`src/can_node_pkg.sv`:
```
// Shared constants and types of the CAN node configuration block
package can_node_pkg;
  // Avalon-MM slave geometry
  localparam int DW = 32;
  localparam int AW = 6;
  localparam int BEW = DW / 8;
  // Register byte offsets
  localparam logic [AW-1:0] OFF_CTRL = 6'h00;
  localparam logic [AW-1:0] OFF_STATION = 6'h04;
  localparam logic [AW-1:0] OFF_RATE = 6'h08;
  localparam logic [AW-1:0] OFF_ROLE = 6'h0c;
  localparam logic [AW-1:0] OFF_NET = 6'h10;
  localparam logic [AW-1:0] OFF_STATUS = 6'h14;
  localparam logic [AW-1:0] OFF_IRQ_STAT = 6'h18;
  localparam logic [AW-1:0] OFF_IRQ_MASK = 6'h1c;
  localparam logic [AW-1:0] OFF_TS_ONE = 6'h20;
  localparam logic [AW-1:0] OFF_TS_TWO = 6'h24;
  localparam logic [AW-1:0] OFF_TIME = 6'h28;
  // Control register layout, bits 3:0; bit 4 is the init strobe
  typedef struct packed {
    logic fast_in_en;
    logic error_mode;
    logic sync_link_en;
    logic cycle_ind_en;
  } ctrl_s;
  localparam int CTRL_W = 4;
  localparam int CTRL_INIT_BIT = 4;
  localparam ctrl_s CTRL_RST = 4'h0;
  // Station address
  localparam logic [7:0] ADDR_MAX = 8'h7f;
  localparam logic [6:0] SLAVE_ADDR_MIN = 7'h02;
  localparam logic [6:0] MASTER_ADDR = 7'h01;
  localparam logic [6:0] STATION_RST = 7'h05;
  // Bit rates in kbit/s
  localparam logic [15:0] RATE_1000 = 16'h03e8;
  localparam logic [15:0] RATE_500 = 16'h01f4;
  localparam logic [15:0] RATE_250 = 16'h00fa;
  localparam logic [15:0] RATE_125 = 16'h007d;
  localparam logic [15:0] RATE_50 = 16'h0032;
  localparam logic [15:0] RATE_20 = 16'h0014;
  localparam logic [15:0] RATE_10 = 16'h000a;
  localparam logic [15:0] RATE_DEFAULT = RATE_20;
  // Bus role
  localparam int ROLE_MASTER_BIT = 1;
  localparam logic [15:0] ROLE_RST = 16'h0000;
  // Network state, flash count is state plus one
  typedef enum logic [1:0] {
    NET_INIT = 2'h0,
    NET_PREOP = 2'h1,
    NET_STOPPED = 2'h2,
    NET_OPER = 2'h3
  } net_state_e;
  // Interrupt status bits
  localparam int IRQ_W = 4;
  localparam int IRQ_FAST_ONE = 0;
  localparam int IRQ_FAST_TWO = 1;
  localparam int IRQ_SYNC = 2;
  localparam int IRQ_INIT = 3;
  // Timing
  localparam int CLK_HZ = 100_000_000;
  localparam int CLK_PERIOD_NS = 10;
  localparam int MS_PER_S = 1000;
  localparam int CYCLES_PER_MS = CLK_HZ / MS_PER_S;
  localparam int FLASH_PERIOD_S = 2;
  localparam int FLASH_PERIOD_MS = FLASH_PERIOD_S * MS_PER_S;
  localparam int TX_PULSE_MS = 50;
  localparam int FLASH_ON_MS = 200;
  localparam int FLASH_OFF_MS = 200;
  localparam int FAST_LAT_NS = 200;
  localparam int FAST_LAT_CYC = FAST_LAT_NS / CLK_PERIOD_NS;
endpackage : can_node_pkg

```
`src/pin_sync.sv`:
```
// Two-flop synchroniser with change and rise detection
module pin_sync #(
  parameter int W = 1
) (
  // Clock and reset
  input wire logic i_core_clk,
  input wire logic i_arst_n,
  // Asynchronous pins
  input wire logic [W-1:0] i_pin,
  // Synchronised view
  output logic [W-1:0] o_level,
  output logic [W-1:0] o_change,
  output logic [W-1:0] o_rise
);
  logic [W-1:0] meta_r;
  logic [W-1:0] sync_r;
  logic [W-1:0] last_r;

  // First stage is read only by the second
  always_ff @(posedge i_core_clk or negedge i_arst_n) begin
    if (!i_arst_n) begin
      meta_r <= '0;
      sync_r <= '0;
      last_r <= '0;
    end else begin
      meta_r <= i_pin;
      sync_r <= meta_r;
      last_r <= sync_r;
    end
  end

  assign o_level = sync_r;
  assign o_change = sync_r ^ last_r;
  assign o_rise = sync_r & ~last_r;
endmodule : pin_sync

```
`src/status_flasher.sv`:
```
// Green status flash groups with message activity pulses
module status_flasher
  import can_node_pkg::*;
(
  // Clock and reset
  input wire logic i_core_clk,
  input wire logic i_arst_n,
  // Control
  input wire logic i_tick_ms,
  input wire logic i_en,
  input wire logic [2:0] i_count,
  input wire logic i_tx_evt,
  // Indicator
  output logic o_led
);
  typedef enum logic [2:0] {
    FL_IDLE = 3'b000,
    FL_ON = 3'b001,
    FL_OFF = 3'b011,
    FL_GAP = 3'b010,
    FL_PULSE = 3'b110
  } fl_state_e;

  localparam logic [10:0] PER_LAST = 11'(FLASH_PERIOD_MS - 1);
  localparam logic [10:0] ON_LAST = 11'(FLASH_ON_MS - 1);
  localparam logic [10:0] OFF_LAST = 11'(FLASH_OFF_MS - 1);
  localparam logic [10:0] PULSE_LAST = 11'(TX_PULSE_MS - 1);
  // Pulse plus its dark tail must end before the next group
  localparam logic [10:0] PULSE_LIMIT =
    11'(FLASH_PERIOD_MS - TX_PULSE_MS - FLASH_OFF_MS);

  fl_state_e state_r;
  logic [10:0] per_r;
  logic [10:0] tm_r;
  logic [2:0] left_r;
  logic pend_r;
  logic take;

  assign take = (state_r == FL_GAP) && pend_r && (per_r < PULSE_LIMIT);

  // Group period counter, one group every period
  always_ff @(posedge i_core_clk or negedge i_arst_n) begin
    if (!i_arst_n) begin
      per_r <= '0;
    end else if (!i_en || state_r == FL_IDLE) begin
      // Period restarts with the first group after enable
      per_r <= '0;
    end else if (i_tick_ms) begin
      per_r <= (per_r == PER_LAST) ? 11'h000 : per_r + 11'h001;
    end
  end

  // Pending activity, a new event wins over the consume
  always_ff @(posedge i_core_clk or negedge i_arst_n) begin
    if (!i_arst_n) begin
      pend_r <= 1'b0;
    end else begin
      pend_r <= i_tx_evt | (pend_r & ~take);
    end
  end

  always_ff @(posedge i_core_clk or negedge i_arst_n) begin
    if (!i_arst_n) begin
      state_r <= FL_IDLE;
      tm_r <= '0;
      left_r <= '0;
    end else if (!i_en) begin
      state_r <= FL_IDLE;
      tm_r <= '0;
    end else begin
      case (state_r)
        FL_IDLE: begin
          state_r <= FL_ON;
          tm_r <= '0;
          left_r <= i_count;
        end
        FL_ON: begin
          if (i_tick_ms) begin
            tm_r <= tm_r + 11'h001;
            if (tm_r == ON_LAST) begin
              state_r <= FL_OFF;
              tm_r <= '0;
              left_r <= left_r - 3'h1;
            end
          end
        end
        FL_OFF: begin
          if (i_tick_ms) begin
            tm_r <= tm_r + 11'h001;
            if (tm_r == OFF_LAST) begin
              tm_r <= '0;
              state_r <= (left_r == 3'h0) ? FL_GAP : FL_ON;
            end
          end
        end
        FL_GAP: begin
          // Long dark gap keeps the count readable
          if (i_tick_ms && per_r == PER_LAST) begin
            state_r <= FL_ON;
            tm_r <= '0;
            left_r <= i_count;
          end else if (take) begin
            state_r <= FL_PULSE;
            tm_r <= '0;
          end
        end
        FL_PULSE: begin
          if (i_tick_ms) begin
            tm_r <= tm_r + 11'h001;
            if (tm_r == PULSE_LAST) begin
              state_r <= FL_OFF;
              tm_r <= '0;
            end
          end
        end
        default: begin
          state_r <= FL_IDLE;
        end
      endcase
    end
  end

  assign o_led = (state_r == FL_ON) || (state_r == FL_PULSE);
endmodule : status_flasher

```
`src/can_node_config_status.sv`:
```
// CAN node configuration, LED status and fast input capture
//
// Function
// - Station address from switches, accepted value 1 to 127.
// - Switch address copied into station address parameter at bus init.
// - Low switch gives low nibble, high switch gives high nibble.
// - Both switches zero keeps the stored station address parameter.
// - Slaves use addresses 2 to 127; address 1 only for master.
// - Red indicator lit whenever the node is in error mode.
// - Cycle indication: green off at cycle start, on at cycle end.
// - Without cycle indication, with sync link, green group every 2 s.
// - Flash count gives state: 1 init, 2 preop, 3 stopped, 4 operational.
// - Between groups, 50 ms green pulses show message transmission.
// - Bus role bit 1 clear is slave, set is master; 2h is master.
// - Only 1000, 500, 250, 125, 50, 20, 10 kbit/s accepted.
// - Unsupported bit rate written falls back to 20 kbit/s.
// - All stations share cycle time settings and bit rate.
// - Fast inputs registered in real time within 200 ns when enabled.
module can_node_config_status
  import can_node_pkg::*;
#(
  parameter int CYC_PER_MS = CYCLES_PER_MS,
  parameter logic [6:0] STATION_DEFAULT = STATION_RST
) (
  // Clock and reset
  input wire logic i_core_clk,
  input wire logic i_arst_n,
  // Avalon-MM slave
  input wire logic [can_node_pkg::AW-1:0] i_avs_address,
  input wire logic i_avs_read,
  input wire logic i_avs_write,
  input wire logic [can_node_pkg::DW-1:0] i_avs_writedata,
  input wire logic [can_node_pkg::BEW-1:0] i_avs_byteenable,
  output logic [can_node_pkg::DW-1:0] o_avs_readdata,
  output logic o_avs_waitrequest,
  output logic o_irq,
  // Front panel pins
  input wire logic [3:0] i_address_switch_low,
  input wire logic [3:0] i_address_switch_high,
  input wire logic i_fast_input_one,
  input wire logic i_fast_input_two,
  input wire logic i_sync_clk,
  output logic o_led_red,
  output logic o_led_green,
  // Controller and CAN core events
  input wire logic i_cycle_start,
  input wire logic i_cycle_end,
  input wire logic i_msg_tx,
  // Effective configuration
  output logic [6:0] o_station_addr,
  output logic [15:0] o_bit_rate,
  output logic o_master,
  output logic o_addr_fault
);
  localparam int fast_lat_cyc = FAST_LAT_CYC;

  function automatic logic [DW-1:0] merge(
    input logic [DW-1:0] old,
    input logic [DW-1:0] wd,
    input logic [BEW-1:0] be
  );
    logic [DW-1:0] res;
    res = old;
    for (int i = 0; i < BEW; i++) begin
      if (be[i]) begin
        res[8*i +: 8] = wd[8*i +: 8];
      end
    end
    return res;
  endfunction : merge

  function automatic logic rate_ok(input logic [15:0] v);
    return v == RATE_1000 || v == RATE_500 || v == RATE_250 ||
      v == RATE_125 || v == RATE_50 || v == RATE_20 || v == RATE_10;
  endfunction : rate_ok

  ctrl_s ctrl_r;
  logic [6:0] station_r;
  logic [15:0] rate_r;
  logic [15:0] role_r;
  net_state_e net_r;
  logic [IRQ_W-1:0] irq_stat_r;
  logic [IRQ_W-1:0] irq_mask_r;
  logic [31:0] time_r;
  logic [31:0] ts_one_r;
  logic [31:0] ts_two_r;
  logic [DW-1:0] rdata_r;
  logic ack_r;
  logic red_r;
  logic green_r;
  logic fault_r;
  logic [31:0] div_r;
  logic tick_ms;
  logic flash_led;
  logic [7:0] sw_s;
  logic [2:0] ev_change;
  logic [2:0] ev_rise;
  logic [2:0] ev_level;
  logic req;
  logic wr_en;
  logic [DW-1:0] wmerged;
  logic bus_init;
  logic [IRQ_W-1:0] irq_ev;
  logic [IRQ_W-1:0] w1c;
  logic [15:0] rate_wr;

  // Pins from outside the clock domain
  pin_sync #(.W(8)) u_sw_sync (
    .i_core_clk(i_core_clk),
    .i_arst_n(i_arst_n),
    .i_pin({i_address_switch_high, i_address_switch_low}),
    .o_level(sw_s),
    .o_change(),
    .o_rise()
  );

  pin_sync #(.W(3)) u_ev_sync (
    .i_core_clk(i_core_clk),
    .i_arst_n(i_arst_n),
    .i_pin({i_sync_clk, i_fast_input_two, i_fast_input_one}),
    .o_level(ev_level),
    .o_change(ev_change),
    .o_rise(ev_rise)
  );

  // Bus handshake: one wait state, then the answer
  assign req = i_avs_read | i_avs_write;
  assign o_avs_waitrequest = req & ~ack_r;
  assign wr_en = i_avs_write & ack_r;
  assign o_avs_readdata = rdata_r;

  always_ff @(posedge i_core_clk or negedge i_arst_n) begin
    if (!i_arst_n) begin
      ack_r <= 1'b0;
    end else begin
      ack_r <= req & ~ack_r;
    end
  end

  always_ff @(posedge i_core_clk or negedge i_arst_n) begin
    if (!i_arst_n) begin
      rdata_r <= '0;
    end else if (i_avs_read && !ack_r) begin
      if (i_avs_address == OFF_CTRL) begin
        rdata_r <= DW'(ctrl_r);
      end else if (i_avs_address == OFF_STATION) begin
        rdata_r <= DW'(station_r);
      end else if (i_avs_address == OFF_RATE) begin
        rdata_r <= DW'(rate_r);
      end else if (i_avs_address == OFF_ROLE) begin
        rdata_r <= DW'(role_r);
      end else if (i_avs_address == OFF_NET) begin
        rdata_r <= DW'(net_r);
      end else if (i_avs_address == OFF_STATUS) begin
        rdata_r <= DW'({ev_level, fault_r, o_master, sw_s, 1'b0, station_r});
      end else if (i_avs_address == OFF_IRQ_STAT) begin
        rdata_r <= DW'(irq_stat_r);
      end else if (i_avs_address == OFF_IRQ_MASK) begin
        rdata_r <= DW'(irq_mask_r);
      end else if (i_avs_address == OFF_TS_ONE) begin
        rdata_r <= ts_one_r;
      end else if (i_avs_address == OFF_TS_TWO) begin
        rdata_r <= ts_two_r;
      end else if (i_avs_address == OFF_TIME) begin
        rdata_r <= time_r;
      end else begin
        rdata_r <= '0;
      end
    end
  end

  assign wmerged = merge('0, i_avs_writedata, i_avs_byteenable);
  assign bus_init = wr_en && i_avs_address == OFF_CTRL && wmerged[CTRL_INIT_BIT];

  always_ff @(posedge i_core_clk or negedge i_arst_n) begin
    if (!i_arst_n) begin
      ctrl_r <= CTRL_RST;
      irq_mask_r <= '0;
      net_r <= NET_INIT;
    end else if (wr_en) begin
      if (i_avs_address == OFF_CTRL) begin
        ctrl_r <= ctrl_s'(merge(DW'(ctrl_r), i_avs_writedata,
          i_avs_byteenable));
      end else if (i_avs_address == OFF_IRQ_MASK) begin
        irq_mask_r <= IRQ_W'(merge(DW'(irq_mask_r), i_avs_writedata,
          i_avs_byteenable));
      end else if (i_avs_address == OFF_NET) begin
        net_r <= net_state_e'(merge(DW'(net_r), i_avs_writedata,
          i_avs_byteenable));
      end
    end
  end

  // Address taken from switches only at bus init; out of range is ignored
  always_ff @(posedge i_core_clk or negedge i_arst_n) begin
    if (!i_arst_n) begin
      station_r <= STATION_DEFAULT;
    end else if (wr_en && i_avs_address == OFF_STATION) begin
      station_r <= 7'(merge(DW'(station_r), i_avs_writedata, i_avs_byteenable));
    end else if (bus_init && sw_s != 8'h00 && sw_s <= ADDR_MAX) begin
      station_r <= sw_s[6:0];
    end
  end

  // Rate shared by all stations; software keeps them equal
  assign rate_wr = 16'(merge(DW'(rate_r), i_avs_writedata, i_avs_byteenable));

  always_ff @(posedge i_core_clk or negedge i_arst_n) begin
    if (!i_arst_n) begin
      rate_r <= RATE_DEFAULT;
      role_r <= ROLE_RST;
    end else if (wr_en && i_avs_address == OFF_RATE) begin
      rate_r <= rate_ok(rate_wr) ? rate_wr : RATE_DEFAULT;
    end else if (wr_en && i_avs_address == OFF_ROLE) begin
      role_r <= 16'(merge(DW'(role_r), i_avs_writedata, i_avs_byteenable));
    end
  end

  assign o_master = role_r[ROLE_MASTER_BIT];
  assign o_station_addr = station_r;
  assign o_bit_rate = rate_r;
  assign o_addr_fault = fault_r;

  // Flag a role and address pair that breaks the bus addressing plan
  always_ff @(posedge i_core_clk or negedge i_arst_n) begin
    if (!i_arst_n) begin
      fault_r <= 1'b0;
    end else begin
      fault_r <= o_master ? (station_r != MASTER_ADDR)
        : (station_r < SLAVE_ADDR_MIN);
    end
  end

  // Free running time base for the input timestamps
  always_ff @(posedge i_core_clk or negedge i_arst_n) begin
    if (!i_arst_n) begin
      time_r <= '0;
    end else begin
      time_r <= time_r + 32'h0000_0001;
    end
  end

  // Capture one clock after the two sync stages, well under the bound
  always_ff @(posedge i_core_clk or negedge i_arst_n) begin
    if (!i_arst_n) begin
      ts_one_r <= '0;
      ts_two_r <= '0;
    end else if (ctrl_r.fast_in_en) begin
      if (ev_change[0]) begin
        ts_one_r <= time_r;
      end
      if (ev_change[1]) begin
        ts_two_r <= time_r;
      end
    end
  end

  assign irq_ev[IRQ_FAST_ONE] = ctrl_r.fast_in_en & ev_change[0];
  assign irq_ev[IRQ_FAST_TWO] = ctrl_r.fast_in_en & ev_change[1];
  assign irq_ev[IRQ_SYNC] = ev_rise[2];
  assign irq_ev[IRQ_INIT] = bus_init;
  assign w1c = (wr_en && i_avs_address == OFF_IRQ_STAT) ? IRQ_W'(wmerged) : '0;

  // A new event wins over a clear in the same cycle
  always_ff @(posedge i_core_clk or negedge i_arst_n) begin
    if (!i_arst_n) begin
      irq_stat_r <= '0;
    end else begin
      irq_stat_r <= irq_ev | (irq_stat_r & ~w1c);
    end
  end

  assign o_irq = |(irq_stat_r & irq_mask_r);

  // Millisecond enable for the indicator timing
  always_ff @(posedge i_core_clk or negedge i_arst_n) begin
    if (!i_arst_n) begin
      div_r <= '0;
    end else begin
      div_r <= (div_r == 32'(CYC_PER_MS - 1)) ? 32'h0 : div_r + 32'h1;
    end
  end

  assign tick_ms = (div_r == 32'(CYC_PER_MS - 1));

  status_flasher u_flasher (
    .i_core_clk(i_core_clk),
    .i_arst_n(i_arst_n),
    .i_tick_ms(tick_ms),
    .i_en(!ctrl_r.cycle_ind_en && ctrl_r.sync_link_en),
    .i_count(3'(net_r) + 3'h1),
    .i_tx_evt(i_msg_tx),
    .o_led(flash_led)
  );

  always_ff @(posedge i_core_clk or negedge i_arst_n) begin
    if (!i_arst_n) begin
      red_r <= 1'b0;
      green_r <= 1'b0;
    end else begin
      red_r <= ctrl_r.error_mode;
      if (ctrl_r.cycle_ind_en) begin
        if (i_cycle_end) begin
          green_r <= 1'b1;
        end else if (i_cycle_start) begin
          green_r <= 1'b0;
        end
      end else if (ctrl_r.sync_link_en) begin
        green_r <= flash_led;
      end else begin
        green_r <= 1'b0;
      end
    end
  end

  assign o_led_red = red_r;
  assign o_led_green = green_r;
endmodule : can_node_config_status

```
`config.mk`:
```
export PLATFORM = sky130hd
export DESIGN_NAME = can_node_config_status
export DESIGN_NICKNAME = d
export VERILOG_FILES = /design/src/can_node_pkg.sv /design/src/pin_sync.sv /design/src/status_flasher.sv /design/src/can_node_config_status.sv
export SDC_FILE = /design/constraint.sdc
export NUM_CORES = 1
export LEC_CHECK = 0
export BUFFER_PORTS_ARGS = -buffer_cell sky130_fd_sc_hd__buf_2
export CAP_MARGIN = 0
export CELL_PAD_IN_SITES_DETAIL_PLACEMENT = 0
export CELL_PAD_IN_SITES_GLOBAL_PLACEMENT = 2
export CORE_MARGIN = 10
export CORE_UTILIZATION = 43
export DETAILED_ROUTE_END_ITERATION = 8
export PLACE_DENSITY_LB_ADDON = 0.1
export SYNTH_ARGS = -nofsm -noshare
export SYNTH_HDL_FRONTEND = slang
export SYNTH_HIERARCHICAL = 1
export SYNTH_SLANG_ARGS = --single-unit
```
`constraint.sdc`:
```
create_clock -name i_core_clk -period 4.8 [get_ports i_core_clk]
set_input_delay 0 -clock i_core_clk [delete_from_list [all_inputs] [get_ports i_core_clk]]
set_output_delay 0 -clock i_core_clk [all_outputs]
set_load 0.005 [all_outputs]
```
==> flow_summary.ini <==
[power_and_ir_drop]
power_density_nw_per_um2 = 355
power.leakage_nw = 7.21
ir_drop_mv = 0.277
power.total_w = 0.00557

[placed_design]
place_hpwl_um = 24100
numPortBuffers = 102
placed_cells = 1679
dpl_cell_area_um2 = 14100
finalWeightedCongestion = 0.813

[die]
die-area_um2 = 38200
ios = 121
initial_core_util_pct = 43.4
core_area_um2 = 30500
num_rows = 64
die_h_um = 195
die_w_um = 195

[route]
routedWlPerCell_um = 20.0
drtIter0Drc = 580
wl_um = 35500
via_per_inst = 5.55
drc_errors = 0
route.vias.total = 9846
dr.pass1.iters = 5
ant_nets = 0

[yosys]
postSynthAreaPerCell_um2 = 10.8
synth_nets = 1297
syn_inst = 1226
syn-cell-area_um2 = 13200
ys_warn_count = 6

[critical_path]
ff2ff_setup_slack_ps = 1590
path_cells = ha_1, and3_1, nand4_1, nor2_1, inv_1, or4_1, a21oi_1, o221a_2, o22ai_1
cp_max_fo = 6
crit_required_ps = 5250
critical_path.max_stage_delay_ps = 670
crit_path_start_kind = flip-flop
end_kind = flip-flop
cp.arrival_ps = 3650
worst-setup-path-type = flip-flop to flip-flop
worst-path-buf-inv = 1
slowest_stage = or4_1
cp_top_family = simple AND/OR/NAND/NOR gates

[timing]
setup_viol = 0
rsz0062_at_grt = no
skew_ps = 16.8
slew_violations = 0
fmax_mhz = 312
hold_violations = 0
period_minus_slack_ps = 3210
fin_crit_sh_pct = 66.8
fin_setup_tns_ps = 0
relSlewSlack_pct = 31.2
worst_pin_slew_ps = 1020

[clock_tree]
clk_pin_slew_ps = 60
cts-root-buf = clkbuf_16
tritoncts = built
cts_sinks = 271
cts_buffers = 31
htreeDepth = 1
cts_max_path_buffers = 3
clk_latency_ps = 570

[global_routing]
grt_usage_pct = 18.2
grt_overflow_total = 0
grt_max_degree = 113
grt_pass1_vias = 9865
grt_first_pass_wirelength_um = 57400
antenna_found_initial = 0

[hold_path]
hold_class = input port to async pin

[run]
cap_violations = 0

[layout]
area_growth_pct = 18.6
drive_gt1_share_pct = 20.7
postLayoutCellArea_um2 = 15700
nNetsFinal = 1424
fill_cells = 2765
fin_cells = 1774
n_antenna_cell = 0

[outcome]
status = complete, no violations
-- where the power goes --
group / switching, W / internal (W)
registers: 0.0000724 / 0.00237
logic: 0.000224 / 0.000153
clock network: 0.00101 / 0.00175
-- final timing paths --
path                                     startpoint                    to  cells after the start
worst max-delay path                       div_r[0]   u_flasher/left_r[2]                      9
min in group i_core_clk            i_avs_address[5]     o_avs_readdata[1]                      5
worst max register to register             div_r[0]   u_flasher/left_r[2]                      9
worst min register to register  u_ev_sync/meta_r[0]  u_ev_sync/o_level[0]                      0
max in group asynchronous                  i_arst_n    o_avs_readdata[12]                      3
worst min-delay path                       i_arst_n  u_sw_sync/o_level[6]                      2
-- cell usage in the layout (no fill, tap or decap), types with 8 or more instances in the layout --
master,count
a21bo_2,8
a21oi_1,37
a22o_1,22
a22oi_1,18
and3_1,20
buf_2,101
buf_4,13
bufinv_16,10
clkbuf_16,31
dfrtp_1,267
dlygate4sd3_1,37
ha_1,11
inv_1,24
mux2_1,16
mux2_2,75
mux2i_1,49
nand2_1,128
nand2b_1,8
nand3_1,41
nand3b_1,9
nand4_1,20
nor2_1,75
nor2b_1,21
nor3_1,16
nor4_1,10
o21ai_0,65
o21ai_1,10
o31ai_1,9
o41ai_1,10
xnor2_1,41
xor2_1,25
-- layer usage --
layer | GRT usage, % | up-vias | wire (µm)
met5 | 0 | - | 0
met4 | 3.05 | 0 | 374
met3 | 2.72 | 29 | 1440
met2 | 29.6 | 175 | 16800
met1 | 25.4 | 4928 | 16900
li1 | - | 4714 | -
-- flip-flops by register name, indices dropped and copies added (netlist names), 11 cells and up --
| signal | cells |
|---|---|
| role_r | 16 |
| ts_one_r | 32 |
| o_avs_readdata | 32 |
| div_r | 32 |
| o_bit_rate | 16 |
| u_flasher/per_r | 11 |
| ts_two_r | 32 |
| time_r | 32 |
| u_flasher/tm_r | 11 |
-- repair_timing --
action,CTS,global route
hold buffers,37,0
resized for setup,0,0
setup buffers,0,0
endpoints found under the hold margin,164,0
endpoints found under the setup margin,0,0
-- final cells by class --
type	count	area, µm²	share of cell area (%)
Clock inverter	22	397	2.53
Clock buffer	36	805	5.13
Multi-Input combinational cell	871	6110	38.9
Inverter	25	93.8	0.598
Sequential cell	271	6790	43.2
Tap cell	396	495	3.16
Timing Repair Buffer	153	1010	6.43
-- stage by stage --
stage	hold slack, ps	utilization (%)	worst slack [ps]
after floorplan	-296	-	1820
after global placement	92.1	46.3	1630
after detailed placement	101	46.3	1630
after CTS	24.6	51.4	1600
after global routing	59.6	51.4	1280
final	39.8	51.4	1590
-- worst register-to-register path: cells and delay by family, from the launching register on --
family	cells	cell delay [ps]
simple gates	4	1500
compound gates	3	730
flops	1	380
fa+ha+maj	1	250
buf+inv	1	210
Note: power is estimated with default switching activity, not from simulation.
